File: config.mk
export PLATFORM = sky130hd
export DESIGN_NAME = bxs_cfg_regs
export DESIGN_NICKNAME = d
export VERILOG_FILES = /design/src/rtl/bxs_pkg.sv /design/src/rtl/bxs_addr_xlate.sv /design/src/rtl/bxs_cfg_regs.sv
export SDC_FILE = /design/constraint.sdc
export NUM_CORES = 1
export LEC_CHECK = 0
export BUFFER_PORTS_ARGS = -buffer_cell sky130_fd_sc_hd__buf_2
export CAP_MARGIN = 15
export CORE_MARGIN = 1.5
export CORE_UTILIZATION = 50
export CTS_BUF_LIST = sky130_fd_sc_hd__clkbuf_8
export DETAILED_ROUTE_END_ITERATION = 10
export PLACE_DENSITY = 0.77
export SYNTH_ARGS = -nofsm -noshare
export SYNTH_HDL_FRONTEND = slang
export SYNTH_SLANG_ARGS = --single-unit
File: constraint.sdc
create_clock -name clk_sys_i -period 3.5 [get_ports clk_sys_i]
set_input_delay 0.875 -clock clk_sys_i [delete_from_list [all_inputs] [get_ports clk_sys_i]]
set_output_delay 0.875 -clock clk_sys_i [all_outputs]
set_load 0.02 [all_outputs]
File: src/rtl/bxs_pkg.sv
package bxs_pkg;

   // ---------------------------------------------------------------
   // Register map, byte addresses
   // ---------------------------------------------------------------
   localparam int unsigned BXS_ADDR_W = 8;
   localparam logic [7:0] BXS_OFS_MEM0_BASE = 8'h98;
   localparam logic [7:0] BXS_OFS_MEM0_SETUP = 8'h9C;
   localparam logic [7:0] BXS_OFS_SLOT_ID = 8'hA0;
   localparam logic [7:0] BXS_OFS_CLK_CTRL = 8'hA4;

   // ---------------------------------------------------------------
   // Field positions
   // ---------------------------------------------------------------
   localparam int unsigned BXS_BASE_LSB = 12;
   localparam int unsigned BXS_BASE_W = 20;
   localparam int unsigned BXS_SIZE_W = 19;
   localparam int unsigned BXS_SETUP_TYPE_BIT = 0;
   localparam int unsigned BXS_SETUP_ATYPE_LSB = 1;
   localparam int unsigned BXS_SETUP_PREF_BIT = 3;
   localparam int unsigned BXS_SETUP_EN_BIT = 31;
   localparam int unsigned BXS_CAP_ID_LSB = 0;
   localparam int unsigned BXS_NEXT_PTR_LSB = 8;
   localparam int unsigned BXS_SLOT_NUM_LSB = 16;
   localparam int unsigned BXS_FIRST_BIT = 21;
   localparam int unsigned BXS_CHASSIS_LSB = 24;
   localparam int unsigned BXS_CLK0_LSB = 0;
   localparam int unsigned BXS_CLK1_LSB = 2;

   // ---------------------------------------------------------------
   // Reset and fixed values
   // ---------------------------------------------------------------
   localparam logic [19:0] BXS_BASE_RESET = 20'h00000;
   localparam logic [18:0] BXS_SIZE_RESET = 19'h7FFFF;
   localparam logic [1:0] BXS_ATYPE_RESET = 2'h0;
   localparam logic [1:0] BXS_ATYPE_32 = 2'h0;
   localparam logic [1:0] BXS_ATYPE_64 = 2'h1;
   localparam logic BXS_TYPE_MEMORY = 1'b0;
   localparam logic [19:0] BXS_PROBE_READ = 20'hFFFFF;
   localparam logic [7:0] BXS_CAP_ID = 8'h04;
   localparam logic [7:0] BXS_NEXT_PTR = 8'hB0;
   localparam logic [4:0] BXS_SLOT_RESET = 5'h00;
   localparam logic [7:0] BXS_CHASSIS_RESET = 8'h00;
   localparam logic [1:0] BXS_CLK_EN_RESET = 2'h0;
   localparam logic [1:0] BXS_CLK_OFF = 2'h3;

   typedef enum logic [1:0]
   {
      BXS_BUS_IDLE = 2'b01,
      BXS_BUS_ACK = 2'b10
   } bxs_bus_state_t;

endpackage

File: src/rtl/bxs_addr_xlate.sv
module bxs_addr_xlate
   import bxs_pkg::*;
#(
   parameter int unsigned ADDR_W = 32
)
(
   input wire logic clk_sys_i,
   input wire logic rst_n_i,
   input wire logic hit_i,
   input wire logic [ADDR_W-1:0] addr_i,
   input wire logic [ADDR_W-1:0] base_i,
   input wire logic [ADDR_W-1:0] mask_i,
   output logic [ADDR_W-1:0] addr_o,
   output logic valid_o
);

   logic [ADDR_W-1:0] addr_reg;
   logic valid_reg;

   // ---------------------------------------------------------------
   // Translation: base bits where the mask is set, input bits elsewhere
   // ---------------------------------------------------------------
   always_ff @(posedge clk_sys_i)
   begin
      if (!rst_n_i)
      begin
         addr_reg <= '0;
         valid_reg <= 1'b0;
      end
      else
      begin
         valid_reg <= hit_i;
         if (hit_i)
         begin
            addr_reg <= (addr_i & ~mask_i) | (base_i & mask_i);
         end
      end
   end

   assign addr_o = addr_reg;
   assign valid_o = valid_reg;

   xlate_merge_a: assert property (@(posedge clk_sys_i) disable iff (!rst_n_i)
      hit_i |=> valid_o && (addr_o == (($past(addr_i) & ~$past(mask_i))
                                      | ($past(base_i) & $past(mask_i)))))
      else $error("translated address does not merge base and offset");

endmodule

File: src/rtl/bxs_cfg_regs.sv
// Summary of operation
// - Translated base bits 31:12 are read/write, reset zero, replace window addresses.
// - Which translated base bits are used comes from the setup size mask.
// - Setup bit 0 always reads 0, meaning memory space.
// - Address type bits 2:1 load only at setup time; reset 00.
// - Size mask bits 30:12 load at setup time, reset 7FFFFh, set base writability.
// - Enable bit 31 stays 1; after a zero write base reads FFFFFh.
// - Capability identifier bits 7:0 always read 04h.
// - Next capability pointer bits 15:8 always read B0h.
// - Slot 0 clock field bits 1:0 reset 00; value 11 stops clock low.
// - Slot 1 clock field bits 3:2 reset 00; value 11 stops clock low.
//
// Decided for this implementation: register access over Avalon-MM.
module bxs_cfg_regs
   import bxs_pkg::*;
(
   input wire logic clk_sys_i,
   input wire logic rst_n_i,
   input wire logic [BXS_ADDR_W-1:0] avs_address_i,
   input wire logic avs_read_i,
   input wire logic avs_write_i,
   input wire logic [31:0] avs_writedata_i,
   input wire logic [3:0] avs_byteenable_i,
   output logic [31:0] avs_readdata_o,
   output logic avs_waitrequest_o,
   input wire logic setup_load_en_i,
   input wire logic mem0_hit_i,
   input wire logic [31:0] mem0_addr_i,
   output logic [31:0] mem0_xlate_addr_o,
   output logic mem0_xlate_valid_o,
   output logic [1:0] mem0_addr_type_o,
   output logic mem0_prefetch_o,
   output logic slot0_secondary_clock_out_o,
   output logic slot1_secondary_clock_out_o
);

   // ---------------------------------------------------------------
   // Declarations
   // ---------------------------------------------------------------
   bxs_bus_state_t bus_state_reg;
   bxs_bus_state_t bus_state_next;
   logic [31:0] rd_data_reg;
   logic [31:0] rd_data_next;
   logic [BXS_BASE_W-1:0] base_reg;
   logic [BXS_SIZE_W-1:0] size_mask_reg;
   logic [1:0] addr_type_reg;
   logic prefetch_reg;
   logic probe_reg;
   logic [4:0] slot_num_reg;
   logic first_in_chassis_reg;
   logic [7:0] chassis_reg;
   logic [1:0] clk0_en_reg;
   logic [1:0] clk1_en_reg;
   logic clk0_out_reg;
   logic clk1_out_reg;
   logic setup_meta_reg;
   logic setup_sync_reg;
   logic bus_req;
   logic wr_commit;
   logic [31:0] be_mask;
   logic [BXS_BASE_W-1:0] base_wr_mask;
   logic [31:0] xlate_mask;
   logic [31:0] setup_word;
   logic [31:0] slot_word;
   logic [31:0] clk_word;
   logic [31:0] base_word;
   logic sel_base;
   logic sel_setup;
   logic sel_slot;
   logic sel_clk;

   // ---------------------------------------------------------------
   // Bus handshake
   // ---------------------------------------------------------------
   // One wait state per access: data is captured on the first edge and
   // presented with waitrequest low in the following cycle.
   assign bus_req = avs_read_i | avs_write_i;
   assign avs_waitrequest_o = bus_req & (bus_state_reg != BXS_BUS_ACK);
   assign wr_commit = avs_write_i & (bus_state_reg == BXS_BUS_ACK);

   always_comb
   begin
      bus_state_next = bus_state_reg;
      case (bus_state_reg)
         BXS_BUS_IDLE:
         begin
            if (bus_req)
            begin
               bus_state_next = BXS_BUS_ACK;
            end
         end
         BXS_BUS_ACK:
         begin
            bus_state_next = BXS_BUS_IDLE;
         end
         default:
         begin
            bus_state_next = BXS_BUS_IDLE;
         end
      endcase
   end

   always_ff @(posedge clk_sys_i)
   begin
      if (!rst_n_i)
      begin
         bus_state_reg <= BXS_BUS_IDLE;
      end
      else
      begin
         bus_state_reg <= bus_state_next;
      end
   end

   // ---------------------------------------------------------------
   // Address decode and byte lanes
   // ---------------------------------------------------------------
   assign sel_base = (avs_address_i == BXS_OFS_MEM0_BASE);
   assign sel_setup = (avs_address_i == BXS_OFS_MEM0_SETUP);
   assign sel_slot = (avs_address_i == BXS_OFS_SLOT_ID);
   assign sel_clk = (avs_address_i == BXS_OFS_CLK_CTRL);

   genvar gi;
   generate
      for (gi = 0; gi < 4; gi++)
      begin : g_lane
         assign be_mask[gi*8 +: 8] = {8{avs_byteenable_i[gi]}};
      end
   endgenerate

   // ---------------------------------------------------------------
   // Setup-time load strap
   // ---------------------------------------------------------------
   // Pin input, so two flops before anything looks at it.
   always_ff @(posedge clk_sys_i)
   begin
      if (!rst_n_i)
      begin
         setup_meta_reg <= 1'b0;
         setup_sync_reg <= 1'b0;
      end
      else
      begin
         setup_meta_reg <= setup_load_en_i;
         setup_sync_reg <= setup_meta_reg;
      end
   end

   // ---------------------------------------------------------------
   // Memory-0 translated base
   // ---------------------------------------------------------------
   // Bit 31 is covered by the always-set enable, so it is always writable.
   assign base_wr_mask = {1'b1, size_mask_reg} & be_mask[31:BXS_BASE_LSB];

   always_ff @(posedge clk_sys_i)
   begin
      if (!rst_n_i)
      begin
         base_reg <= BXS_BASE_RESET;
      end
      else if (wr_commit && sel_base)
      begin
         base_reg <= (base_reg & ~base_wr_mask)
                   | (avs_writedata_i[31:BXS_BASE_LSB] & base_wr_mask);
      end
   end

   // ---------------------------------------------------------------
   // Memory-0 setup
   // ---------------------------------------------------------------
   // Fields are frozen once the setup strap is low, so runtime software
   // cannot resize a window behind the host's back.
   always_ff @(posedge clk_sys_i)
   begin
      if (!rst_n_i)
      begin
         addr_type_reg <= BXS_ATYPE_RESET;
         prefetch_reg <= 1'b0;
         size_mask_reg <= BXS_SIZE_RESET;
      end
      else if (wr_commit && sel_setup && setup_sync_reg)
      begin
         if (avs_byteenable_i[0])
         begin
            addr_type_reg <= avs_writedata_i[BXS_SETUP_ATYPE_LSB +: 2];
            prefetch_reg <= avs_writedata_i[BXS_SETUP_PREF_BIT];
         end
         size_mask_reg <= (size_mask_reg & ~be_mask[30:BXS_BASE_LSB])
                        | (avs_writedata_i[30:BXS_BASE_LSB] & be_mask[30:BXS_BASE_LSB]);
      end
   end

   // Zero written to the enable bit: base reads all ones until rewritten.
   always_ff @(posedge clk_sys_i)
   begin
      if (!rst_n_i)
      begin
         probe_reg <= 1'b0;
      end
      else if (wr_commit && sel_setup && avs_byteenable_i[3])
      begin
         probe_reg <= ~avs_writedata_i[BXS_SETUP_EN_BIT];
      end
      else if (wr_commit && sel_base)
      begin
         probe_reg <= 1'b0;
      end
   end

   // ---------------------------------------------------------------
   // Slot identification
   // ---------------------------------------------------------------
   always_ff @(posedge clk_sys_i)
   begin
      if (!rst_n_i)
      begin
         slot_num_reg <= BXS_SLOT_RESET;
         first_in_chassis_reg <= 1'b0;
         chassis_reg <= BXS_CHASSIS_RESET;
      end
      else if (wr_commit && sel_slot)
      begin
         if (avs_byteenable_i[2])
         begin
            slot_num_reg <= avs_writedata_i[BXS_SLOT_NUM_LSB +: 5];
            first_in_chassis_reg <= avs_writedata_i[BXS_FIRST_BIT];
         end
         if (avs_byteenable_i[3])
         begin
            chassis_reg <= avs_writedata_i[BXS_CHASSIS_LSB +: 8];
         end
      end
   end

   // ---------------------------------------------------------------
   // Secondary clock outputs
   // ---------------------------------------------------------------
   always_ff @(posedge clk_sys_i)
   begin
      if (!rst_n_i)
      begin
         clk0_en_reg <= BXS_CLK_EN_RESET;
         clk1_en_reg <= BXS_CLK_EN_RESET;
      end
      else if (wr_commit && sel_clk && avs_byteenable_i[0])
      begin
         clk0_en_reg <= avs_writedata_i[BXS_CLK0_LSB +: 2];
         clk1_en_reg <= avs_writedata_i[BXS_CLK1_LSB +: 2];
      end
   end

   // Divide by two; a stopped output parks low so restart is glitch free.
   always_ff @(posedge clk_sys_i)
   begin
      if (!rst_n_i)
      begin
         clk0_out_reg <= 1'b0;
         clk1_out_reg <= 1'b0;
      end
      else
      begin
         clk0_out_reg <= (clk0_en_reg == BXS_CLK_OFF) ? 1'b0 : ~clk0_out_reg;
         clk1_out_reg <= (clk1_en_reg == BXS_CLK_OFF) ? 1'b0 : ~clk1_out_reg;
      end
   end

   assign slot0_secondary_clock_out_o = clk0_out_reg;
   assign slot1_secondary_clock_out_o = clk1_out_reg;

   // ---------------------------------------------------------------
   // Read data
   // ---------------------------------------------------------------
   always_comb
   begin
      base_word = probe_reg ? {BXS_PROBE_READ, 12'h000}
                            : {base_reg, 12'h000};
      setup_word = '0;
      setup_word[BXS_SETUP_EN_BIT] = 1'b1;
      setup_word[30:BXS_BASE_LSB] = size_mask_reg;
      setup_word[BXS_SETUP_PREF_BIT] = prefetch_reg;
      setup_word[BXS_SETUP_ATYPE_LSB +: 2] = addr_type_reg;
      setup_word[BXS_SETUP_TYPE_BIT] = BXS_TYPE_MEMORY;
      slot_word = '0;
      slot_word[BXS_CAP_ID_LSB +: 8] = BXS_CAP_ID;
      slot_word[BXS_NEXT_PTR_LSB +: 8] = BXS_NEXT_PTR;
      slot_word[BXS_SLOT_NUM_LSB +: 5] = slot_num_reg;
      slot_word[BXS_FIRST_BIT] = first_in_chassis_reg;
      slot_word[BXS_CHASSIS_LSB +: 8] = chassis_reg;
      clk_word = '0;
      clk_word[BXS_CLK0_LSB +: 2] = clk0_en_reg;
      clk_word[BXS_CLK1_LSB +: 2] = clk1_en_reg;
      if (sel_base)
      begin
         rd_data_next = base_word;
      end
      else if (sel_setup)
      begin
         rd_data_next = setup_word;
      end
      else if (sel_slot)
      begin
         rd_data_next = slot_word;
      end
      else if (sel_clk)
      begin
         rd_data_next = clk_word;
      end
      else
      begin
         rd_data_next = '0;
      end
   end

   always_ff @(posedge clk_sys_i)
   begin
      if (!rst_n_i)
      begin
         rd_data_reg <= '0;
      end
      else if (avs_read_i && bus_state_reg == BXS_BUS_IDLE)
      begin
         rd_data_reg <= rd_data_next;
      end
   end

   assign avs_readdata_o = rd_data_reg;

   // ---------------------------------------------------------------
   // Window translation
   // ---------------------------------------------------------------
   assign xlate_mask = {1'b1, size_mask_reg, 12'h000};
   assign mem0_addr_type_o = addr_type_reg;
   assign mem0_prefetch_o = prefetch_reg;

   bxs_addr_xlate #(
      .ADDR_W(32)
   ) u_xlate (
      .clk_sys_i(clk_sys_i),
      .rst_n_i(rst_n_i),
      .hit_i(mem0_hit_i),
      .addr_i(mem0_addr_i),
      .base_i({base_reg, 12'h000}),
      .mask_i(xlate_mask),
      .addr_o(mem0_xlate_addr_o),
      .valid_o(mem0_xlate_valid_o)
   );

   // ---------------------------------------------------------------
   // Checks
   // ---------------------------------------------------------------
   bus_answer_a: assert property (@(posedge clk_sys_i) disable iff (!rst_n_i)
      (bus_req && bus_state_reg == BXS_BUS_IDLE) |-> avs_waitrequest_o
         ##1 (!bus_req || !avs_waitrequest_o))
      else $error("bus access not answered after one wait state");

   base_reset_a: assert property (@(posedge clk_sys_i) disable iff (!rst_n_i)
      $rose(rst_n_i) |-> (base_reg == BXS_BASE_RESET) && !probe_reg)
      else $error("translated base not cleared by reset");

   base_ro_bits_a: assert property (@(posedge clk_sys_i) disable iff (!rst_n_i)
      (wr_commit && sel_base) |=>
         ((base_reg[18:0] & ~size_mask_reg) == ($past(base_reg[18:0]) & ~size_mask_reg)))
      else $error("read-only base bit changed on write");

   base_rw_bits_a: assert property (@(posedge clk_sys_i) disable iff (!rst_n_i)
      (wr_commit && sel_base && avs_byteenable_i == 4'hF) |=>
         ((base_reg & {1'b1, size_mask_reg})
            == ($past(avs_writedata_i[31:12]) & {1'b1, size_mask_reg})))
      else $error("writable base bit not stored");

   type_mem_a: assert property (@(posedge clk_sys_i) disable iff (!rst_n_i)
      (avs_read_i && sel_setup && !avs_waitrequest_o)
         |-> !avs_readdata_o[BXS_SETUP_TYPE_BIT] && avs_readdata_o[BXS_SETUP_EN_BIT])
      else $error("setup type or enable bit read wrong");

   setup_locked_a: assert property (@(posedge clk_sys_i) disable iff (!rst_n_i)
      (wr_commit && sel_setup && !setup_sync_reg) |=>
         $stable(size_mask_reg) && $stable(addr_type_reg) && $stable(prefetch_reg))
      else $error("setup field changed outside setup time");

   probe_read_a: assert property (@(posedge clk_sys_i) disable iff (!rst_n_i)
      (wr_commit && sel_setup && avs_byteenable_i[3] && !avs_writedata_i[31])
         ##1 (avs_read_i && sel_base && bus_state_reg == BXS_BUS_IDLE)
         |=> avs_readdata_o[31:12] == 20'hFFFFF)
      else $error("base did not read all ones after enable write");

   cap_header_a: assert property (@(posedge clk_sys_i) disable iff (!rst_n_i)
      (avs_read_i && sel_slot && !avs_waitrequest_o)
         |-> avs_readdata_o[15:0] == 16'hB004 && avs_readdata_o[23:22] == 2'h0)
      else $error("capability header or reserved bits read wrong");

   slot_store_a: assert property (@(posedge clk_sys_i) disable iff (!rst_n_i)
      (wr_commit && sel_slot && avs_byteenable_i[3]) |=>
         chassis_reg == $past(avs_writedata_i[31:24]))
      else $error("chassis number not stored");

   clk0_stop_a: assert property (@(posedge clk_sys_i) disable iff (!rst_n_i)
      (clk0_en_reg == 2'h3) [*2] |-> !slot0_secondary_clock_out_o)
      else $error("slot 0 clock not held low when stopped");

   clk0_run_a: assert property (@(posedge clk_sys_i) disable iff (!rst_n_i)
      (clk0_en_reg != 2'h3) [*2] |-> slot0_secondary_clock_out_o
         != $past(slot0_secondary_clock_out_o))
      else $error("slot 0 clock not toggling when enabled");

   clk1_stop_a: assert property (@(posedge clk_sys_i) disable iff (!rst_n_i)
      (clk1_en_reg == 2'h3) [*2] |-> !slot1_secondary_clock_out_o)
      else $error("slot 1 clock not held low when stopped");

   clk1_run_a: assert property (@(posedge clk_sys_i) disable iff (!rst_n_i)
      (clk1_en_reg != 2'h3) [*2] |-> slot1_secondary_clock_out_o
         != $past(slot1_secondary_clock_out_o))
      else $error("slot 1 clock not toggling when enabled");

endmodule

# Yosys cells after proc, flatten, opt, wreduce, memory -nomap -nowiden
# Cells that the tools add are included.
classes:
  shifts: 0
  div: 0
  eq_ne: 9
  addsub: 0
  bitwise: 20
  muxes: 7
  n_reduce_logical: 15
  magnitude_cmp: 0
  multipliers: 0
op_table:
  columns: ["op", "n"]
  rows:
  - ["$mux 32", 4]
  - ["$and 32x32->32", 2]
  - ["$and 20x20->20", 3]
  - ["$and 19x19->19", 2]
  - ["$eq 8x8->1 const B", 4]
  - ["$not 32->32", 1]
  - ["$or 32x32->32", 1]
  - ["$not 20->20", 1]
  - ["$or 20x20->20", 1]
  - ["$not 19->19", 1]
  - ["$or 19x19->19", 1]
  - ["$logic_and 1x1->1", 8]
  - ["$reduce_and 2->1", 4]
  - ["$eq 2x2->1 const B", 3]
  - ["$mux 4", 1]
  - ["$not 1->1", 4]
  - ["$reduce_or 2->1", 2]
  - ["$and 1x1->1", 2]
  - ["$eq 2x1->1 const B", 1]
  - ["$mux 1", 2]
  - ["$ne 2x2->1 const B", 1]
  - ["$reduce_bool 2->1", 1]
  - ["$or 1x1->1", 1]
word_totals:
  out_inout_bits: 71
  rom_bits: 0
  input_bits: 82
  latch_bits: 0
  ram_bits: 0
  register_bits: 132
  mem_count: 0
  wordCells: 69

# Longest topological paths before layout
logic_depth:
  ltp_word: 5
  ltp_mapped: 6
  ltp_nobuf: 4

# Modules after synthesis
# A second synthesis with hierarchy kept.
hier_totals:
  hier_cells: 598
  area_unflattened_um2: 5416.4
by_module_without_submodules:
  columns: ["mod", "n_inst", "seq_area_each_um2", "area_per_inst_um2", "cells_per_inst"]
  rows:
  - ["bxs_cfg_regs", 1, 1821.7, 4043.9, 458]
  - ["bxs_addr_xlate", 1, 660.6, 1372.6, 140]

# Least setup slack after synthesis
# Ideal clock, no wire load.
synth_path:
  path_type: "input to register"
  from: "input port avs_address_i[1]"
  to: "register with a tool-made name"
  setup_ns: 0.129
  t_required_ns: 3.371
  t_arrival_ns: 2.437
  path_buffers: 2
  slack_ns: 0.934
  cell_stages: 6
  path_cell_list: "or4b_4 > buf_6 > or4_1 > buf_6 > mux2i_1 > nand2_1"
synth_rtl:
  columns: ["item", "line_no", "text"]
  rows:
  - ["start, declared", "bxs_cfg_regs.sv:19", "input wire logic [BXS_ADDR_W-1:0] avs_address_i,"]

# Final worst setup path
layout_path:
  from: "input port avs_address_i[1]"
  to: "register rd_data_reg[28] (netlist: avs_readdata_o[28])"
layout_between:
  elab_chain_len: 4
  elab_cells_between_ends: 6
  classes_between: "3 x eq/ne; 3 x mux"
layout_rtl:
  columns: ["item", "line_no", "text"]
  rows:
  - ["$eq 8x8->1", "bxs_cfg_regs.sv:120", "assign sel_slot = (avs_address_i == BXS_OFS_SLOT_ID);"]
  - ["$mux 32", "bxs_cfg_regs.sv:300", "else if (sel_slot)"]
  - ["$mux 32", "bxs_cfg_regs.sv:296", "else if (sel_setup)"]
  - ["$mux 32 *", "bxs_cfg_regs.sv:292", "if (sel_base)"]
  - ["end signal, assigned", "bxs_cfg_regs.sv:322", "rd_data_reg <= rd_data_next;"]
  - ["end, declared", "bxs_cfg_regs.sv:42", "logic [31:0] rd_data_reg;"]
# Every way passes the cells marked *; elsewhere a longest branch is shown, timed or not.
# A chain may end at the register's enable or synchronous reset.

==> impl_metrics.csv <==
group,metric,value,unit
run_status,outcome,"finished, final reports clean",
global_route,grt_pass1_vias,4695,
worst_setup_path,critPathSlowestCell,"or4_1",
pwr,cellPowerDensity,479,mW/mm²
worst_setup_path,crit_family,"simple AND/OR/NAND/NOR gates",
timing,finalClockSkew,0.00823,ns
cells_and_area,design_area,0.00645,mm²
worst_setup_path,crit_path_frequent_cell,"a211oi_1",
worst_setup_path,cp.buffers_inverters,1,
timing,clock.fmax,355,MHz
floorplan,fp.dieArea,0.0113,mm²
clock_network,cts_setup_buffers,0,
cells_and_area,final_cells,836,
logic_synthesis,syn_inst,567,
place,hpwl,9400,µm
logic_synthesis,netlist_area,0.00531,mm²
clock_network,cts_tree,"yes",
global_route,globalRouteOverflowTotal,0,
global_route,track_usage,25.7,%
timing,tightest_slew,1.11,ns
place,place.gp.congestion,0.794,
floorplan,die_h,106,µm
clock_network,cts_sinks,124,
clock_network,cts-buffers-inserted,17,
floorplan,die_w,106,µm
timing,timing.final.hold_violations,0,
logic_synthesis,synth_edf_count,0,
worst_setup_path,cp_max_fo,16,
timing,setup-tns-final,0,ns
detailed_routing,drcViolationCount,0,
cells_and_area,area_delta_synth_final,21.4,%
floorplan,start_util,51.5,%
global_route,grt_start_max_net_pins,64,
worst_setup_path,crit_chain,"buf_2 > or4b_4 > or4_1 > a211oi_1 > a211oi_1",
floorplan,num_rows,37,
worst_setup_path,cp_data_arrival_time,3.10,ns
worst_setup_path,critPathLaunchType,"input port",
timing,drv_slew,0,
pwr,finalPower,3.09,mW
timing,maxSlewHeadroom,25.8,%
logic_synthesis,synth.avg_cell_area,9.37,µm²
logic_synthesis,synth_top_flop_cell,"dfxtp_1",
pwr,ir_drop,0.000341,V
clock_network,holdBufCountCts,0,
detailed_routing,drtIter0Drc,261,
detailed_routing,routedWlPerCell,16.7,µm
cells_and_area,antennaDiodeCount,0,
clock_network,clkSlewWorstSetupHoldPaths,0.07,ns
detailed_routing,vias,4708,
clock_network,worstSkewPairLatency,0.43,ns
detailed_routing,firstDrtPassIters,5,
worst_setup_path,cp_slowest_stage_delay,0.92,ns
pwr,p_leak,3.09,nW
global_route,antenna_found_initial,0,
clock_network,root_buffer,"clkbuf_8",
worst_setup_path,critPathRequiredTime,3.78,ns
cells_and_area,drive_above_1_share,26.7,%
timing,rsz0062_at_grt,"false",
worst_setup_path,cp-end-kind,"flip-flop",
timing,finalCritPeriodShare,80.5,%
logic_synthesis,ys_ff_latch,124,
logic_synthesis,synthArstFlopShare,0,%
cells_and_area,fillers,889,
min_path,hp-class,"flip-flop to flip-flop",
floorplan,ios,153,
logic_synthesis,ys_seq_area_share,46.7,%
logic_synthesis,yosys_warnings,0,
place,place_inst,804,
global_route,grt_pass1_wl,22800,µm
clock_network,htreeDepth,4,
clock_network,cts.path.max_buffers,2,
place,port_buffers,135,
timing,period_needed,2.82,ns
place,placed_area,0.00601,mm²
detailed_routing,drt-total-wl,13900,µm
flow_run,cap_violations,0,
logic_synthesis,netlist-cell-type-count,46,
clock_network,postCtsResizedCells,0,
detailed_routing,viasPerCell,5.63,
timing,final-setup-viol-count,0,
floorplan,core_area,0.0103,mm²
cells_and_area,num-nets-final,769,
detailed_routing,ant_nets,0,
worst_setup_path,path_class,"input port to flip-flop",
[worst paths after layout]
path | depth (start not counted) | slack (ns) | to | startpoint
worst min-delay path | 1 | 0.43 | slot1_secondary_clock_out_o$_SDFF_PP0_ | slot1_secondary_clock_out_o$_SDFF_PP0_
worst max register to register | 4 | 1.49 | flip-flop | bus_state_reg[0]$_SDFFE_PN1P_
worst min register to register | 1 | 0.43 | slot1_secondary_clock_out_o$_SDFF_PP0_ | slot1_secondary_clock_out_o$_SDFF_PP0_
worst max-delay path | 5 | 0.68 | avs_readdata_o[28]$_SDFFE_PN0P_ | avs_address_i[1]
[routing by layer]
metal  global-route usage, %  vias up  wire length (µm)
met5                       0        -                 0
met4                    7.34        0               143
met3                    7.11       14               952
met2                    43.6      170              6910
met1                    31.9     2258              5930
li1                        -     2266                 -
[layout by cell type (no fill, tap or decap), drive strengths merged, types with 2 or more instances in the layout]
cell	n
buf	145
dfxtp	124
mux2i	92
nand2	84
nor2	48
a211oi	39
nand4	21
clkbuf	18
o21ai	17
a21oi	16
nand3	11
a22oi	9
conb	8
and2	8
inv	6
o31ai	5
nor4	5
clkinv	5
bufinv	4
or3	3
o2111ai	3
clkinvlp	3
nand3b	3
or4	3
o41ai	2
o22ai	2
a22o	2
a32oi	2
nor3	2
[cells in the mapped netlist, drive strengths merged (3+ instances only)]
cell     count  share of area (%)
nor2        48                3.4
clkbuf      28                2.0
or3          3               0.35
mux2i       92                 17
nand3       11                1.1
buf         23                2.8
nor4         5                1.4
or4          3               0.49
nand4       21                2.5
o31ai        5               0.71
and2         8               0.94
dfxtp      124                 47
a22oi        9                1.3
a211oi      39                5.5
a21oi       16                1.5
o2111ai      3               0.49
inv          4               0.28
nand2       84                5.9
o21ai       17                1.6
nand3b       3               0.49
[cells by family after synthesis]
| logic type | Yosys count | synth area share, % |
|---|---|---|
| buf+inv | 55 | 5.13 |
| mux | 92 | 17.3 |
| simple gates | 196 | 18.2 |
| compound gates | 99 | 12.6 |
| flops | 124 | 46.7 |
| other cells | 1 | 0.0706 |
[final cells by class]
class	count	area, µm²	area share [%]
clock inverter	14	193	2.99
timing repair buffer	145	751	11.6
sequential	124	2480	38.5
multi-input combinational	395	2590	40.2
tap	136	170	2.64
inverter	4	15.0	0.233
clock buffer	18	248	3.84
[metrics by stage]
stage | setup WS [ns] | utilization, % | hold slack (ns)
5_1_grt | 0.687 | 62.5 | 0.452
4_1_cts | 0.739 | 62.5 | 0.427
2_1_floorplan | 0.934 | - | 0.412
3_3_place_gp | 0.409 | 58.2 | 0.409
6_report | 0.684 | 62.5 | 0.431
3_5_place_dp | 0.287 | 58.2 | 0.410
[report_power, final]
| group | total, mW | switching, mW | internal (mW) |
|---|---|---|---|
| sequential | 1.45 | 0.0141 | 1.44 |
| clock | 1.39 | 0.596 | 0.797 |
| combinational | 0.249 | 0.167 | 0.0816 |
Note: power is estimated with default switching activity, not from simulation.
